**config.mk**
```make
export PLATFORM = sky130hd
export DESIGN_NAME = serial_memory_access_port
export DESIGN_NICKNAME = d
export VERILOG_FILES = /design/src/smp_pkg.sv /design/src/stream_if.sv /design/src/serial_memory_access_port.sv /design/src/two_entry_buffer.sv
export VERILOG_INCLUDE_DIRS = /design/src
export SDC_FILE = /design/constraint.sdc
export NUM_CORES = 1
export LEC_CHECK = 0
export BUFFER_PORTS_ARGS = -buffer_cell sky130_fd_sc_hd__buf_2
export CORE_MARGIN = 2
export CORE_UTILIZATION = 45
export CTS_CLUSTER_SIZE = 8
export DETAILED_ROUTE_END_ITERATION = 16
export GPL_TIMING_DRIVEN = 1
export PLACE_DENSITY_LB_ADDON = 0.3
export SYNTH_ARGS = -nofsm -noshare
export SYNTH_HDL_FRONTEND = slang
export SYNTH_SLANG_ARGS = --single-unit
```
**constraint.sdc**
```tcl
create_clock -name clock -period 9.3 [get_ports clock]
set_input_delay 0.93 -clock clock [delete_from_list [all_inputs] [get_ports clock]]
set_output_delay 0.93 -clock clock [all_outputs]
set_load 0.01 [all_outputs]
```
**src/smp_consts.svh**
```systemverilog
`ifndef SMP_CONSTS_SVH
`define SMP_CONSTS_SVH

`define SMP_CLK_PERIOD_NS 100
`define SMP_SCLK_MAX_KHZ 100
`define SMP_WAKE_NS 150000
`define SMP_WAKE_LOCK_NS 2000
`define SMP_WAKE_CYC ((`SMP_WAKE_NS + `SMP_CLK_PERIOD_NS - 1) / `SMP_CLK_PERIOD_NS)
`define SMP_WAKE_LOCK_CYC ((`SMP_WAKE_LOCK_NS + `SMP_CLK_PERIOD_NS - 1) / `SMP_CLK_PERIOD_NS)

`define SMP_PAGE_BYTES 16
`define SMP_BUF_DEPTH 2
`define SMP_WR_TAG 5'h00
`define SMP_RD_TAG 5'h08
`define SMP_DIRECT_TAG 2'h3
`define SMP_OP_PIN_LOCK 3'h1
`define SMP_ARG_SERIAL 3'h1
`define SMP_ARG_APP 3'h0

`endif

```
**src/smp_pkg.sv**
```systemverilog
package smp_pkg;

  typedef logic [10:0] mem_addr_type;
  typedef logic [7:0] mem_byte_type;

  typedef enum logic [2:0] {
    ST_OFF,
    ST_WAKE,
    ST_CMD,
    ST_WDATA,
    ST_WDRAIN,
    ST_RFETCH,
    ST_RSHIFT,
    ST_IGNORE
  } port_state_type;

endpackage

```
**src/stream_if.sv**
```systemverilog
`timescale 1ns/100ps

interface stream_if #(
  parameter int WIDTH = 19
) ();
  logic valid;
  logic ready;
  logic [WIDTH-1:0] data;

  modport src (
    output valid,
    output data,
    input ready
  );

  modport snk (
    input valid,
    input data,
    output ready
  );
endinterface

```
**src/serial_memory_access_port.sv**
```systemverilog
`timescale 1ns/100ps
`include "smp_consts.svh"

module serial_memory_access_port #(
  parameter int WAKE_CYCLES = `SMP_WAKE_CYC,
  parameter int WAKE_LOCK_CYCLES = `SMP_WAKE_LOCK_CYC,
  parameter int BUF_DEPTH = `SMP_BUF_DEPTH
) (
  // Clock and reset
  input wire logic clock,
  input wire logic rst,
  input wire logic enable,
  // Serial pins
  input wire logic select,
  input wire logic sclk,
  input wire logic sdin,
  output logic sdout,
  // Pin sharing with the application
  input wire logic app_dout,
  output logic serial_mode,
  // Memory write port
  output logic mem_wr_valid,
  input wire logic mem_wr_ready,
  output smp_pkg::mem_addr_type mem_wr_addr,
  output smp_pkg::mem_byte_type mem_wr_data,
  input wire logic mem_busy,
  // Memory read port
  output logic mem_rd_req,
  output smp_pkg::mem_addr_type mem_rd_addr,
  input wire logic mem_rd_valid,
  input wire smp_pkg::mem_byte_type mem_rd_data,
  // Direct commands
  output logic direct_valid,
  output logic [2:0] direct_op_index,
  output logic [2:0] direct_op_argument,
  output logic pin_lock
);
  import smp_pkg::*;

  localparam int BW = 19;

  port_state_type state_r;
  logic sel_m, sel_s, sclk_m, sclk_s, sclk_d, din_m, din_s;
  logic sclk_rise, sclk_fall, rx_state, byte_done, first_byte_r;
  logic [2:0] bit_cnt_r;
  logic [7:0] shift_in_r, byte_val, cmd_hi_r;
  mem_addr_type addr_r, rd_addr_r;
  logic [7:0] stage_r [`SMP_PAGE_BYTES];
  logic [3:0] offset_r;
  logic [4:0] wr_cnt_r, drain_cnt_r;
  logic [15:0] wake_cnt_r;
  logic [7:0] out_sh_r, next_r;
  logic [2:0] out_bit_r;
  logic sdout_r, lock_r, rd_req_r, drain_done;
  logic is_direct, is_write, is_read, rd_start;

  stream_if #(.WIDTH(BW)) buf_in ();
  stream_if #(.WIDTH(BW)) buf_out ();

  function automatic mem_addr_type page_addr(input mem_addr_type base, input logic [3:0] off);
    page_addr = {base[10:4], 4'(base[3:0] + off)};
  endfunction

  // Pins cross into the clock domain before any use
  always_ff @(posedge clock or posedge rst) begin
    if (rst) begin
      sel_m <= 1'b0;
      sel_s <= 1'b0;
      sclk_m <= 1'b0;
      sclk_s <= 1'b0;
      sclk_d <= 1'b0;
      din_m <= 1'b0;
      din_s <= 1'b0;
    end else if (enable) begin
      sel_m <= select;
      sel_s <= sel_m;
      sclk_m <= sclk;
      sclk_s <= sclk_m;
      sclk_d <= sclk_s;
      din_m <= sdin;
      din_s <= din_m;
    end
  end

  assign sclk_rise = sclk_s && !sclk_d;
  assign sclk_fall = !sclk_s && sclk_d;
  assign rx_state = (state_r == ST_CMD) || (state_r == ST_WDATA);
  assign byte_val = {shift_in_r[6:0], din_s};
  assign byte_done = sel_s && rx_state && sclk_fall && (bit_cnt_r == 3'h7);
  assign is_direct = (byte_val[7:6] == `SMP_DIRECT_TAG);
  assign is_write = (cmd_hi_r[7:3] == `SMP_WR_TAG);
  assign is_read = (cmd_hi_r[7:3] == `SMP_RD_TAG);
  assign rd_start = (state_r == ST_CMD) && byte_done && !first_byte_r && is_read;

  // Bit counter; dropping select discards a partial byte
  always_ff @(posedge clock or posedge rst) begin
    if (rst) begin
      bit_cnt_r <= 3'h0;
      shift_in_r <= 8'h00;
    end else if (enable) begin
      if (!sel_s || !rx_state) begin
        bit_cnt_r <= 3'h0;
      end else if (sclk_fall) begin
        bit_cnt_r <= bit_cnt_r + 3'h1;
        shift_in_r <= byte_val;
      end
    end
  end

  // Command sequencing
  always_ff @(posedge clock or posedge rst) begin
    if (rst) begin
      state_r <= ST_OFF;
      first_byte_r <= 1'b1;
      cmd_hi_r <= 8'h00;
      addr_r <= '0;
      offset_r <= 4'h0;
      wr_cnt_r <= 5'h00;
      drain_cnt_r <= 5'h00;
      wake_cnt_r <= 16'h0000;
    end else if (enable) begin
      case (state_r)
        ST_OFF: begin
          first_byte_r <= 1'b1;
          if (sel_s) begin
            // Locked port keeps its fast clock, so the wake is short
            wake_cnt_r <= lock_r ? 16'(WAKE_LOCK_CYCLES - 1) : 16'(WAKE_CYCLES - 1);
            state_r <= ST_WAKE;
          end
        end
        ST_WAKE: begin
          if (!sel_s) begin
            state_r <= ST_OFF;
          end else if (wake_cnt_r == 16'h0000) begin
            state_r <= ST_CMD;
          end else begin
            wake_cnt_r <= wake_cnt_r - 16'h0001;
          end
        end
        ST_CMD: begin
          if (!sel_s) begin
            state_r <= ST_OFF;
          end else if (byte_done && first_byte_r) begin
            if (is_direct) begin
              state_r <= ST_IGNORE;
            end else begin
              cmd_hi_r <= byte_val;
              first_byte_r <= 1'b0;
            end
          end else if (byte_done) begin
            addr_r <= {cmd_hi_r[2:0], byte_val};
            offset_r <= byte_val[3:0];
            wr_cnt_r <= 5'h00;
            if (is_write) begin
              state_r <= ST_WDATA;
            end else if (is_read) begin
              state_r <= ST_RFETCH;
            end else begin
              state_r <= ST_IGNORE;
            end
          end
        end
        ST_WDATA: begin
          if (!sel_s) begin
            drain_cnt_r <= 5'h00;
            state_r <= (wr_cnt_r != 5'h00) ? ST_WDRAIN : ST_OFF;
          end else if (byte_done) begin
            offset_r <= offset_r + 4'h1;
            if (wr_cnt_r != 5'(`SMP_PAGE_BYTES)) begin
              wr_cnt_r <= wr_cnt_r + 5'h01;
            end
          end
        end
        ST_WDRAIN: begin
          // Runs on after select falls until the memory is idle
          if (buf_in.valid && buf_in.ready) begin
            drain_cnt_r <= drain_cnt_r + 5'h01;
          end
          if (drain_done) begin
            state_r <= ST_OFF;
          end
        end
        ST_RFETCH: begin
          if (!sel_s) begin
            state_r <= ST_OFF;
          end else if (mem_rd_valid) begin
            state_r <= ST_RSHIFT;
          end
        end
        ST_RSHIFT: begin
          if (!sel_s) begin
            state_r <= ST_OFF;
          end
        end
        ST_IGNORE: begin
          if (!sel_s) begin
            state_r <= ST_OFF;
          end
        end
        default: begin
          state_r <= ST_OFF;
        end
      endcase
    end
  end

  // Page staging; a wrapped write overwrites the page start
  always_ff @(posedge clock or posedge rst) begin
    if (rst) begin
      for (int i = 0; i < `SMP_PAGE_BYTES; i++) begin
        stage_r[i] <= 8'h00;
      end
    end else if (enable && (state_r == ST_WDATA) && byte_done) begin
      stage_r[offset_r] <= byte_val;
    end
  end

  assign drain_done = (drain_cnt_r == wr_cnt_r) && !buf_out.valid && !mem_busy;
  assign buf_in.valid = (state_r == ST_WDRAIN) && (drain_cnt_r != wr_cnt_r);
  assign buf_in.data = {page_addr(addr_r, drain_cnt_r[3:0]), stage_r[4'(page_addr(addr_r, drain_cnt_r[3:0]))]};

  two_entry_buffer #(.WIDTH(BW), .DEPTH(BUF_DEPTH)) u_buffer (
    .clock(clock),
    .rst(rst),
    .enable(enable),
    .in_s(buf_in),
    .out_s(buf_out)
  );

  assign mem_wr_valid = buf_out.valid;
  assign buf_out.ready = mem_wr_ready;
  assign mem_wr_addr = buf_out.data[18:8];
  assign mem_wr_data = buf_out.data[7:0];

  // Read fetch and output shifting; next byte prefetched a whole byte early
  always_ff @(posedge clock or posedge rst) begin
    if (rst) begin
      rd_req_r <= 1'b0;
      rd_addr_r <= '0;
      out_sh_r <= 8'h00;
      next_r <= 8'h00;
      out_bit_r <= 3'h0;
      sdout_r <= 1'b0;
    end else if (enable) begin
      rd_req_r <= 1'b0;
      if (rd_start) begin
        rd_addr_r <= {cmd_hi_r[2:0], byte_val};
        rd_req_r <= 1'b1;
      end else if (state_r == ST_RFETCH && sel_s && mem_rd_valid) begin
        out_sh_r <= mem_rd_data;
        out_bit_r <= 3'h0;
        sdout_r <= 1'b1;
        rd_addr_r <= rd_addr_r + 11'h001;
        rd_req_r <= 1'b1;
      end else if (state_r == ST_RSHIFT) begin
        if (mem_rd_valid) begin
          next_r <= mem_rd_data;
        end
        if (sclk_rise) begin
          sdout_r <= out_sh_r[7];
          out_bit_r <= out_bit_r + 3'h1;
          if (out_bit_r == 3'h7) begin
            out_sh_r <= next_r;
            rd_addr_r <= rd_addr_r + 11'h001;
            rd_req_r <= 1'b1;
          end else begin
            out_sh_r <= {out_sh_r[6:0], 1'b0};
          end
        end
      end
    end
  end

  assign mem_rd_req = rd_req_r;
  assign mem_rd_addr = rd_addr_r;

  // Direct commands and pin lock
  always_ff @(posedge clock or posedge rst) begin
    if (rst) begin
      direct_valid <= 1'b0;
      direct_op_index <= 3'h0;
      direct_op_argument <= 3'h0;
      lock_r <= 1'b0;
    end else if (enable) begin
      direct_valid <= 1'b0;
      if ((state_r == ST_CMD) && byte_done && first_byte_r && is_direct) begin
        direct_valid <= 1'b1;
        direct_op_index <= byte_val[5:3];
        direct_op_argument <= byte_val[2:0];
        if (byte_val[5:3] == `SMP_OP_PIN_LOCK && byte_val[2:0] == `SMP_ARG_SERIAL) begin
          lock_r <= 1'b1;
        end else if (byte_val[5:3] == `SMP_OP_PIN_LOCK && byte_val[2:0] == `SMP_ARG_APP) begin
          lock_r <= 1'b0;
        end
      end
    end
  end

  assign pin_lock = lock_r;
  assign serial_mode = lock_r || (state_r != ST_OFF);
  // Busy shows high during wake and write drain; otherwise low or read data, or app_dout outside serial mode
  always_comb begin
    if (!serial_mode) begin
      sdout = app_dout;
    end else if (state_r == ST_WAKE || state_r == ST_WDRAIN) begin
      sdout = 1'b1;
    end else if (state_r == ST_RSHIFT) begin
      sdout = sdout_r;
    end else begin
      sdout = 1'b0;
    end
  end
endmodule

```
**src/two_entry_buffer.sv**
```systemverilog
`timescale 1ns/100ps

module two_entry_buffer #(
  parameter int WIDTH = 19,
  parameter int DEPTH = 2
) (
  // Clock and reset
  input wire logic clock,
  input wire logic rst,
  input wire logic enable,
  // Streams
  stream_if.snk in_s,
  stream_if.src out_s
);
  localparam int IW = (DEPTH > 1) ? $clog2(DEPTH) : 1;

  logic [WIDTH-1:0] mem_r [DEPTH];
  logic [IW-1:0] wr_idx_r;
  logic [IW-1:0] rd_idx_r;
  logic [IW:0] count_r;
  logic push;
  logic pop;

  function automatic logic [IW-1:0] next_idx(input logic [IW-1:0] idx);
    next_idx = (idx == IW'(DEPTH - 1)) ? '0 : idx + 1'b1;
  endfunction

  assign in_s.ready = (count_r != (IW + 1)'(DEPTH));
  assign out_s.valid = (count_r != '0);
  assign out_s.data = mem_r[rd_idx_r];
  assign push = enable && in_s.valid && in_s.ready;
  assign pop = enable && out_s.valid && out_s.ready;

  always_ff @(posedge clock or posedge rst) begin
    if (rst) begin
      for (int i = 0; i < DEPTH; i++) begin
        mem_r[i] <= '0;
      end
    end else if (push) begin
      mem_r[wr_idx_r] <= in_s.data;
    end
  end

  always_ff @(posedge clock or posedge rst) begin
    if (rst) begin
      wr_idx_r <= '0;
      rd_idx_r <= '0;
      count_r <= '0;
    end else begin
      if (push) begin
        wr_idx_r <= next_idx(wr_idx_r);
      end
      if (pop) begin
        rd_idx_r <= next_idx(rd_idx_r);
      end
      if (push && !pop) begin
        count_r <= count_r + 1'b1;
      end else if (pop && !push) begin
        count_r <= count_r - 1'b1;
      end
    end
  end
endmodule
```
* Word level (Yosys, flattened, before mapping)
Cells that the tools add are included.
** Operators by class
- Add/subtract/negate cells :: 12
- Order comparisons :: 6
- Equality and inequality tests :: 36
- Muxes and demuxes :: 85
- Bitwise logic cells :: 9
- Reduce and logical (&&, ||, !) cells :: 77
** Operators with widths (number)
- $bwmux W128 :: 1
- $mux W19 :: 4
- $mux W11 :: 6
- $mux W3 :: 19
- $mux W8 :: 7
- $mux W16 :: 3
- $mux W5 :: 8
- $bwmux W38 :: 1
- $bmux W8 S4 :: 1
- $demux W8 S4 :: 1
- $pmux W16 S2 :: 1
- $ne A2 B2 Y1 const B :: 15
- $logic_and A1 B1 Y1 :: 29
- $reduce_and A5 Y1 :: 5
- $pmux W3 S7 :: 1
- $mux W4 :: 5
- $pmux W5 S2 :: 2
- $reduce_bool A2 Y1 :: 10
- $demux W19 S1 :: 1
- $mux W1 :: 19
- $eq A3 B3 Y1 const B :: 6
- $logic_not A16 Y1 :: 1
- $sub A16 B1 Y16 const B :: 1
- $reduce_and A4 Y1 :: 3
- 41 further kinds :: 75
** Word-level totals
- Bits in registers :: 280
- Input port bits :: 18
- Output and inout bits :: 42
- Word-level logic and storage cells :: 273

* Longest topological paths before layout
Gate-level depths: netlist of run 1.
- Word-level depth :: 10
- Mapped depth :: 9
- Gate-level depth less buffers :: 8

* Cells and area by module
Synthesis of run 1 repeated with hierarchy kept, for this count alone.
** Second synthesis, totals
- Cell total of the unflattened synthesis :: 1058
- Area, all modules :: 13606.8 sq um
** Modules (own cells, without submodules)
- serial_memory_access_port :: instances 1, cells an instance 940, area each 11661.2 sq um
- two_entry_buffer :: instances 1, cells an instance 118, area each 1945.6 sq um

* Worst setup path before layout of run 1
OpenSTA, ideal clock, no wires.
- Kind :: register -> register
- From :: register drain_cnt_r[0]
- To :: register u_buffer.mem_r[0] in the netlist's numbering
- Setup time :: 0.125 ns
- Data arrival time :: 2.729 ns
- Data required time :: 9.175 ns
- Setup slack :: 6.446 ns
- Stages on the path, launching flop included :: 10
- Buffers on the path :: 3
- Period minus slack after synthesis :: 2.854 ns
- Path through :: dfrtp_1 ha_1 fa_1 buf_2 clkbuf_1 clkbuf_1 mux4_2 mux2i_1 a21oi_1 mux2_2
** On the way
- Word-level cells in the longest chain between the ends :: 6
** RTL lines
- start, declared :: RTL line serial_memory_access_port.sv:50 : logic [4:0] wr_cnt_r, drain_cnt_r;
- start signal, assigned :: RTL line serial_memory_access_port.sv:177 : drain_cnt_r <= drain_cnt_r + 5'h01;
- $add A4 B4 Y4
- named net buf_in.data[9] :: RTL line stream_if.sv:8 : logic [WIDTH-1:0] data;
- $not A4 Y5 (implied by the code) :: RTL line serial_memory_access_port.sv:220 : assign buf_in.data = {page_addr(addr_r, drain_cnt_r[3:0]), stage_r[4'(page_addr(addr_r, drain_cnt_r[3:0]))]};
- $bmux W8 S4 :: RTL line serial_memory_access_port.sv:220
- $mux W8 (implied by the code) (2 in series) :: RTL line serial_memory_access_port.sv:220
- $bwmux W38 :: RTL line two_entry_buffer.sv:40 : mem_r[wr_idx_r] <= in_s.data;
- end signal, assigned by index :: RTL line two_entry_buffer.sv:40
- end, declared :: RTL line two_entry_buffer.sv:17 : logic [WIDTH-1:0] mem_r [DEPTH];
The timed path passes the listed nets, and every way through them passes these cells. The select of a mux whose other input is x is not followed.
A chain may end at the register's enable or synchronous reset.

* Final worst setup path of run 1
- From :: register state_r[1]
- To :: register rd_addr_r[7], in the netlist mem_rd_addr[7]
** On the way
- Word-level cells in the longest chain between the ends :: 10
** RTL lines
- start, declared :: RTL line serial_memory_access_port.sv:42 : port_state_type state_r;
- start signal, assigned :: RTL line serial_memory_access_port.sv:166 : state_r <= (wr_cnt_r != 5'h00) ? ST_WDRAIN : ST_OFF;
- $eq A3 B2 Y1, on equally long branches :: RTL line serial_memory_access_port.sv:87, serial_memory_access_port.sv:93
- $logic_or A1 B1 Y1 :: RTL line serial_memory_access_port.sv:87 : assign rx_state = (state_r == ST_CMD) || (state_r == ST_WDATA);
- $logic_and A1 B1 Y1 (3 in series) :: RTL line serial_memory_access_port.sv:89 : assign byte_done = sel_s && rx_state && sclk_fall && (bit_cnt_r == 3'h7);
- $logic_and A1 B1 Y1 (3 in series) :: RTL line serial_memory_access_port.sv:93 : assign rd_start = (state_r == ST_CMD) && byte_done && !first_byte_r && is_read;
- $reduce_bool A3 Y1 (no line)
- $reduce_and A4 Y1 (no line)
- end signal, assigned :: RTL line serial_memory_access_port.sv:247 : rd_addr_r <= {cmd_hi_r[2:0], byte_val};
- end signal, assigned :: RTL line serial_memory_access_port.sv:253 : rd_addr_r <= rd_addr_r + 11'h001;
- end signal, assigned :: RTL line serial_memory_access_port.sv:264 : rd_addr_r <= rd_addr_r + 11'h001;
- end, declared :: RTL line serial_memory_access_port.sv:47 : mem_addr_type addr_r, rd_addr_r;
Parallel ways exist; a longest one is shown, timed or not.

==> results_dict.tcl, run 1 <==
set metrics [dict create \
    root_buffer "clkbuf_16" \
    hold_viol 0 \
    synthArstFlopShare_pct 100.0 \
    track_usage_pct 18.97 \
    yosys_warnings 0 \
    finalWirelength_um 28730 \
    clock_latency_ns 0.52 \
    start_util_pct 45.44 \
    vias 8536 \
    yosysUniqueCellTypes 69 \
    final_nets 1158 \
    switchingPower_mw 1.048 \
    dieWidth_um 176.5 \
    drt-wirelength-per-cell_um 18.90 \
    post_cts_buffers 0 \
    ys.flop_type "dfrtp_1" \
    min_path_type "reg2reg" \
    yosys.area.top_type "dfrtp_1" \
    dp_worst_setup_slack_ns 5.936 \
    end_kind "register" \
    fin_setup_tns_ns 0 \
    grt_pass1_vias 8532 \
    portBuffers 59 \
    dr.pass1.iters 5 \
    ant_nets 0 \
    h-tree-depth 2 \
    worstSetupStartpointType "register" \
    coreArea_mm2 0.02948 \
    cts_buffers 40 \
    crit_type "reg2reg" \
    maxCapViolCount 0 \
    vias_per_cell 5.616 \
    fmax_ghz 0.3101 \
    cts.clk_slew.worst_paths_ns 0.05 \
    fin_crit_ns 3.225 \
    fin_total_pwr_mw 3.486 \
    arrival_ns 3.66 \
    syn_nets 1115 \
    critPathMaxFanout 24 \
    setup_ws_ns 6.075 \
    required_ns 9.74 \
    die_h_um 176.5 \
    cts_resized 0 \
    rows 63 \
    finish.instance_area_mm2 0.01503 \
    fin_crit_sh_pct 34.68 \
    p_comb_share_pct 20.4 \
    synth.avg_cell_area_um2 12.41 \
    die_area_mm2 0.03116 \
    grt_antenna_before_repair 0 \
    ios 60 \
    power_leakage_nw 7.201 \
    drv_slew 0 \
    p_int_mw 2.438 \
    synth.top_cell.area_share_pct 52.12 \
    clkPwrFrac_pct 36.6 \
    cts_tree "done" \
    syn_area_mm2 0.01340 \
    grt_max_degree 137 \
    clock_path_buffers 3 \
    tightest_slew_ns 0.9916 \
    p_per_area_mw_per_mm2 231.9 \
    fin_worst_skew_ns 0.01033 \
    synth.area.top_cells "dfrtp_1 (52%), mux2_2 (18%), mux4_2 (5.4%)" \
    cts-hold-fix-buffers 0 \
    area_delta_synth_final_pct 12.22 \
    postPlaceCellArea_mm2 0.01396 \
    setup_viol 0 \
    diodes 0 \
    clock-sinks 280 \
    rsz0062_at_grt "false" \
    grt_overflow 0 \
    drc 0 \
    rr_worst_depth 6 \
    synth_cells 1079 \
    hpwlAfterDp_um 17630 \
    worst_ir_drop_vdd_v 0.0001011 \
    holdPathStages 1 \
    synth_edf_count 0 \
    yosysSeqAreaShare_pct 52.32 \
    pwr-share-seq_pct 43.0 \
    relSlewSlack_pct 33.89 \
    grt_pass1_wl_um 46800 \
    ys_ff_latch 280 \
    gp_congestion 0.7730 \
    status "complete, no violations" \
    drt-initial-drc-count 517 \
    p_sw_share_pct 30.05 \
    drive_gt1_share_pct 34.42 \
]
==> cells by family (layout without fill, tap and decap cells) <==
logic type / Yosys count / count (layout) / share of synthesized area [%]
xor+xnor: 22 / 22 / 1.438
buf+inv: 84 / 135 / 2.783
flops: 280 / 280 / 52.32
simple gates: 257 / 257 / 9.630
mux: 269 / 269 / 25.14
compound gates: 149 / 149 / 6.959
fa+ha+maj: 18 / 18 / 1.737
==> synth_stat cells (all sizes together), types with 10 or more instances <==
cell    instances
buf            18
nor3           14
nand3          29
nor2b          13
nand2          99
mux2i          18
clkbuf         51
mux4           32
dfrtp         279
mux2          219
o21ai          47
a21oi          49
nor2           49
inv            15
ha             17
a211oi         10
xor2           13
==> state kept, by name, summed over array words and instances, names as in the netlist, 2 cells and up <==
signal              cells
u_buffer.mem_r         38
stage_r               128
mem_rd_addr            11
wr_cnt_r                5
out_bit_r               3
direct_op_index         3
out_sh_r                8
bit_cnt_r               3
offset_r                4
drain_cnt_r             5
cmd_hi_r                8
direct_op_argument      3
wake_cnt_r             16
addr_r                 11
next_r                  8
state_r                 3
shift_in_r              7
u_buffer.count_r        2
==> routing by layer <==
metal  GRT usage [%]  part of all wire (%)  vias to the layer above  wire (um)
li1                -                     -                     3981          -
met1           28.98                    49                     4342      14180
met2           28.16                    45                      169      12850
met3           2.864                   4.1                       44       1182
met4           5.165                   1.8                        0        511
met5               0                     0                        -          0
==> per-stage QoR <==
| stage | hold slack [ns] | instances | utilization [%] |
|---|---|---|---|
| 6_report | 0.4684 | 1520 | 50.99 |
| 5_1_grt | 0.5019 | 1520 | 50.99 |
| 4_1_cts | 0.4756 | 1520 | 50.99 |
| 3_5_place_dp | 0.4684 | 1470 | 47.36 |
| 3_3_place_gp | 0.4625 | 1470 | 47.36 |
| 2_1_floorplan | 0.4453 | 1079 | - |
==> final cells by class <==
cell class	instances	area, um2
repair buffers	70	377.9
fillers	2628	14450
inverters	15	63.81
well taps	390	488.0
multi-input cells	715	6025
flip-flops and latches	280	7008
clock buffers	48	1052
clock inverters	2	17.52
==> cells in the final DEF (no fill, tap or decap), types with 3 or more instances in the layout <==
master     netlist  layout
a211oi_1        10      10
a21o_1           4       4
a21oi_1         49      49
a31oi_1          8       8
and3_1           8       8
and4_1           4       4
buf_2           10      59
buf_4            2      11
clkbuf_1        51       7
clkbuf_16        0      41
dfrtp_1        279     279
ha_1            17      16
inv_1           15      14
mux2_2         219     219
mux2i_1         18      18
mux4_2          32      32
nand2_1         99      99
nand3_1         25      25
nand3_2          4       4
nand4_1          8       8
nor2_1          47      47
nor2b_1         12      12
nor3_1          13      13
nor3b_1          5       5
nor4_1           6       6
o21a_1           4       4
o21ai_0         45      45
o22ai_1          4       4
or4_1            3       3
xnor2_1          9       8
xor2_1          13      13
==> worst paths after layout <==
path	startpoint	slack, ns	endpoint
worst max register to register	state_r[1]	6.07	mem_rd_addr[7]
min in group asynchronous	rst	0.59	stage_r[52]
max in group asynchronous	rst	7.13	sclk_m
worst min register to register	u_buffer.wr_idx_r	0.47	u_buffer.wr_idx_r
worst min-delay path	u_buffer.wr_idx_r	0.47	u_buffer.wr_idx_r
worst max-delay path	state_r[1]	6.07	mem_rd_addr[7]
==> power by group through the flow <==
stage / clock [mW] / sequential, mW / combinational (mW)
final: 1.28 / 1.50 / 0.711
after global routing: 1.37 / 1.52 / 0.789
after CTS: 1.31 / 1.50 / 0.719
after detailed placement: 0 / 1.52 / 0.713
after global placement: 0 / 1.51 / 0.705
after floorplan: 0 / 1.43 / 0.601
==> worst max-delay path, cell delays in order (launching register included) <==
cell and delay (ns):
dfrtp_1 0.65, nor2b_4 0.33, nand4_4 0.16, or4_1 0.91
a31oi_4 0.72, o21a_1 0.22, a2bb2oi_1 0.15
Note: power is estimated with default switching activity, not from simulation.
==> run 2: changes to the inputs <==
- clock period: 9.3 -> 3.1 ns (I/O delays scaled with it)
==> results_dict.tcl, run 2 (synthesis gave the netlist of run 1 again) <==
set metrics [dict create \
    power_leakage_nw 7.393 \
    fin_worst_skew_ns 0.01971 \
    ant_nets 0 \
    fin_crit_sh_pct 88.98 \
    start_util_pct 45.44 \
    fin_crit_ns 2.758 \
    cts_tree "done" \
    diodes 0 \
    vias_per_cell 5.648 \
    cts.clk_slew.worst_paths_ns 0.05 \
    tightest_slew_ns 0.8522 \
    area_delta_synth_final_pct 14.61 \
    end_kind "register" \
    final_cell_mix "dfrtp_1 (279), mux2_2 (219), nand2_1 (99)" \
    clock_latency_ns 0.52 \
    reg_top3 "stage_r: 128 flops, u_buffer.mem_r: 38 flops, wake_cnt_r: 16 flops" \
    dr.pass1.iters 5 \
    clock_path_buffers 3 \
    track_usage_pct 19.53 \
    hpwlAfterDp_um 19430 \
    drive_gt1_share_pct 36.22 \
    drc 0 \
    hold_ws_ns 0.02105 \
    worst_ir_drop_vdd_v 0.0004118 \
    h-tree-depth 2 \
    clock-sinks 280 \
    drv_slew 0 \
    rows 63 \
    gp_congestion 0.8185 \
    rsz0062_at_grt "false" \
    final_nets 1192 \
    die_h_um 176.5 \
    postPlaceCellArea_mm2 0.01427 \
    largest_reg_flops 128 \
    relSlewSlack_pct 43.18 \
    crit_type "reg2reg" \
    vias 8782 \
    grt_overflow 0 \
    coreArea_mm2 0.02948 \
    ios 60 \
    required_ns 3.50 \
    drt-initial-drc-count 581 \
    die_area_mm2 0.03116 \
    portBuffers 59 \
    arrival_ns 3.15 \
    dieWidth_um 176.5 \
    setup_ws_ns 0.3415 \
    grt_pass1_vias 8968 \
    critPathMaxFanout 17 \
    setup_viol 0 \
    drt-wirelength-per-cell_um 19.03 \
    grt_antenna_before_repair 0 \
    maxCapViolCount 0 \
    root_buffer "clkbuf_16" \
    finalWirelength_um 29590 \
    final_common_cell "dfrtp_1" \
    hold_viol 0 \
    p_per_area_mw_per_mm2 692.8 \
    dp_worst_setup_slack_ns 0.3489 \
    finish.instance_area_mm2 0.01535 \
    regMostFlops "stage_r" \
    status "complete, no violations" \
    min_path_type "in2reg" \
    fmax_ghz 0.3625 \
    cts_resized 0 \
    cts_buffers 40 \
    worstSetupStartpointType "register" \
    grt_max_degree 74 \
    grt_pass1_wl_um 48730 \
]
## run 2: where the power goes
| part | switching (mW) | internal [mW] | total [mW] | leakage [nW] |
|---|---|---|---|---|
| sequential | 0.363 | 4.03 | 4.39 | 3.78 |
| clock | 1.50 | 2.35 | 3.85 | 0.524 |
| combinational | 1.33 | 1.06 | 2.39 | 3.09 |
| total | 3.19 | 7.45 | 10.6 | 7.39 |
## run 2: worst max-delay path: stages (launching register included)
cell,delay [ns]
dfrtp_1,0.44
ha_2,0.21
fa_1,0.48
buf_4,0.25
mux4_2,0.33
nor2b_1,0.14
a211oi_1,0.40
a21oi_1,0.11
mux2_2,0.28
## run 2: routing by layer
metal / up-vias / global-route usage (%) / share of wire (%)
li1: 4046 / - / -
met1: 4484 / 28.45 / 48
met2: 210 / 30.94 / 46
met3: 42 / 2.907 / 4.2
met4: 0 / 4.614 / 1.5
met5: - / 0 / 0
## run 2: final cells by class
| type | count | area, um2 |
|---|---|---|
| Timing Repair Buffer | 104 | 698.2 |
| Sequential cell | 280 | 7008 |
| Multi-Input combinational cell | 715 | 6025 |
| Fill cell | 2559 | 14130 |
| Clock inverter | 2 | 17.52 |
| Clock buffer | 49 | 1056 |
| Tap cell | 390 | 488.0 |
| Inverter | 15 | 60.06 |
## run 2: final timing paths
kind | endpoint | slack, ns | cells after the start | from
min in group asynchronous | u_buffer.mem_r[23] | 0.38 | 3 | rst
max in group asynchronous | addr_r[5] | 1.78 | 5 | rst
hold reg to reg | direct_valid | 0.47 | 1 | direct_valid
setup reg to reg | u_buffer.mem_r[3] | 0.34 | 8 | drain_cnt_r[0]
hold / removal | sel_m | 0.02 | 2 | select
setup / recovery | u_buffer.mem_r[3] | 0.34 | 8 | drain_cnt_r[0]
## run 2: repair_timing
| item | in CTS | in global routing |
|---|---|---|
| endpoints found under the hold margin | 11 | 0 |
| buffers inserted | 0 | 0 |
| hold buffers | 1 | 0 |
## run 2: per-stage QoR
step | power (mW) | std cells | TNS [ns] | util (%)
after floorplan | 6.101 | 1079 | -255.70 | -
after global routing | 11.18 | 1555 | 0 | 52.08
after CTS | 10.74 | 1555 | 0 | 52.08
after detailed placement | 6.844 | 1503 | 0 | 48.40
after global placement | 6.771 | 1503 | 0 | 48.40
final | 10.64 | 1555 | 0 | 52.08
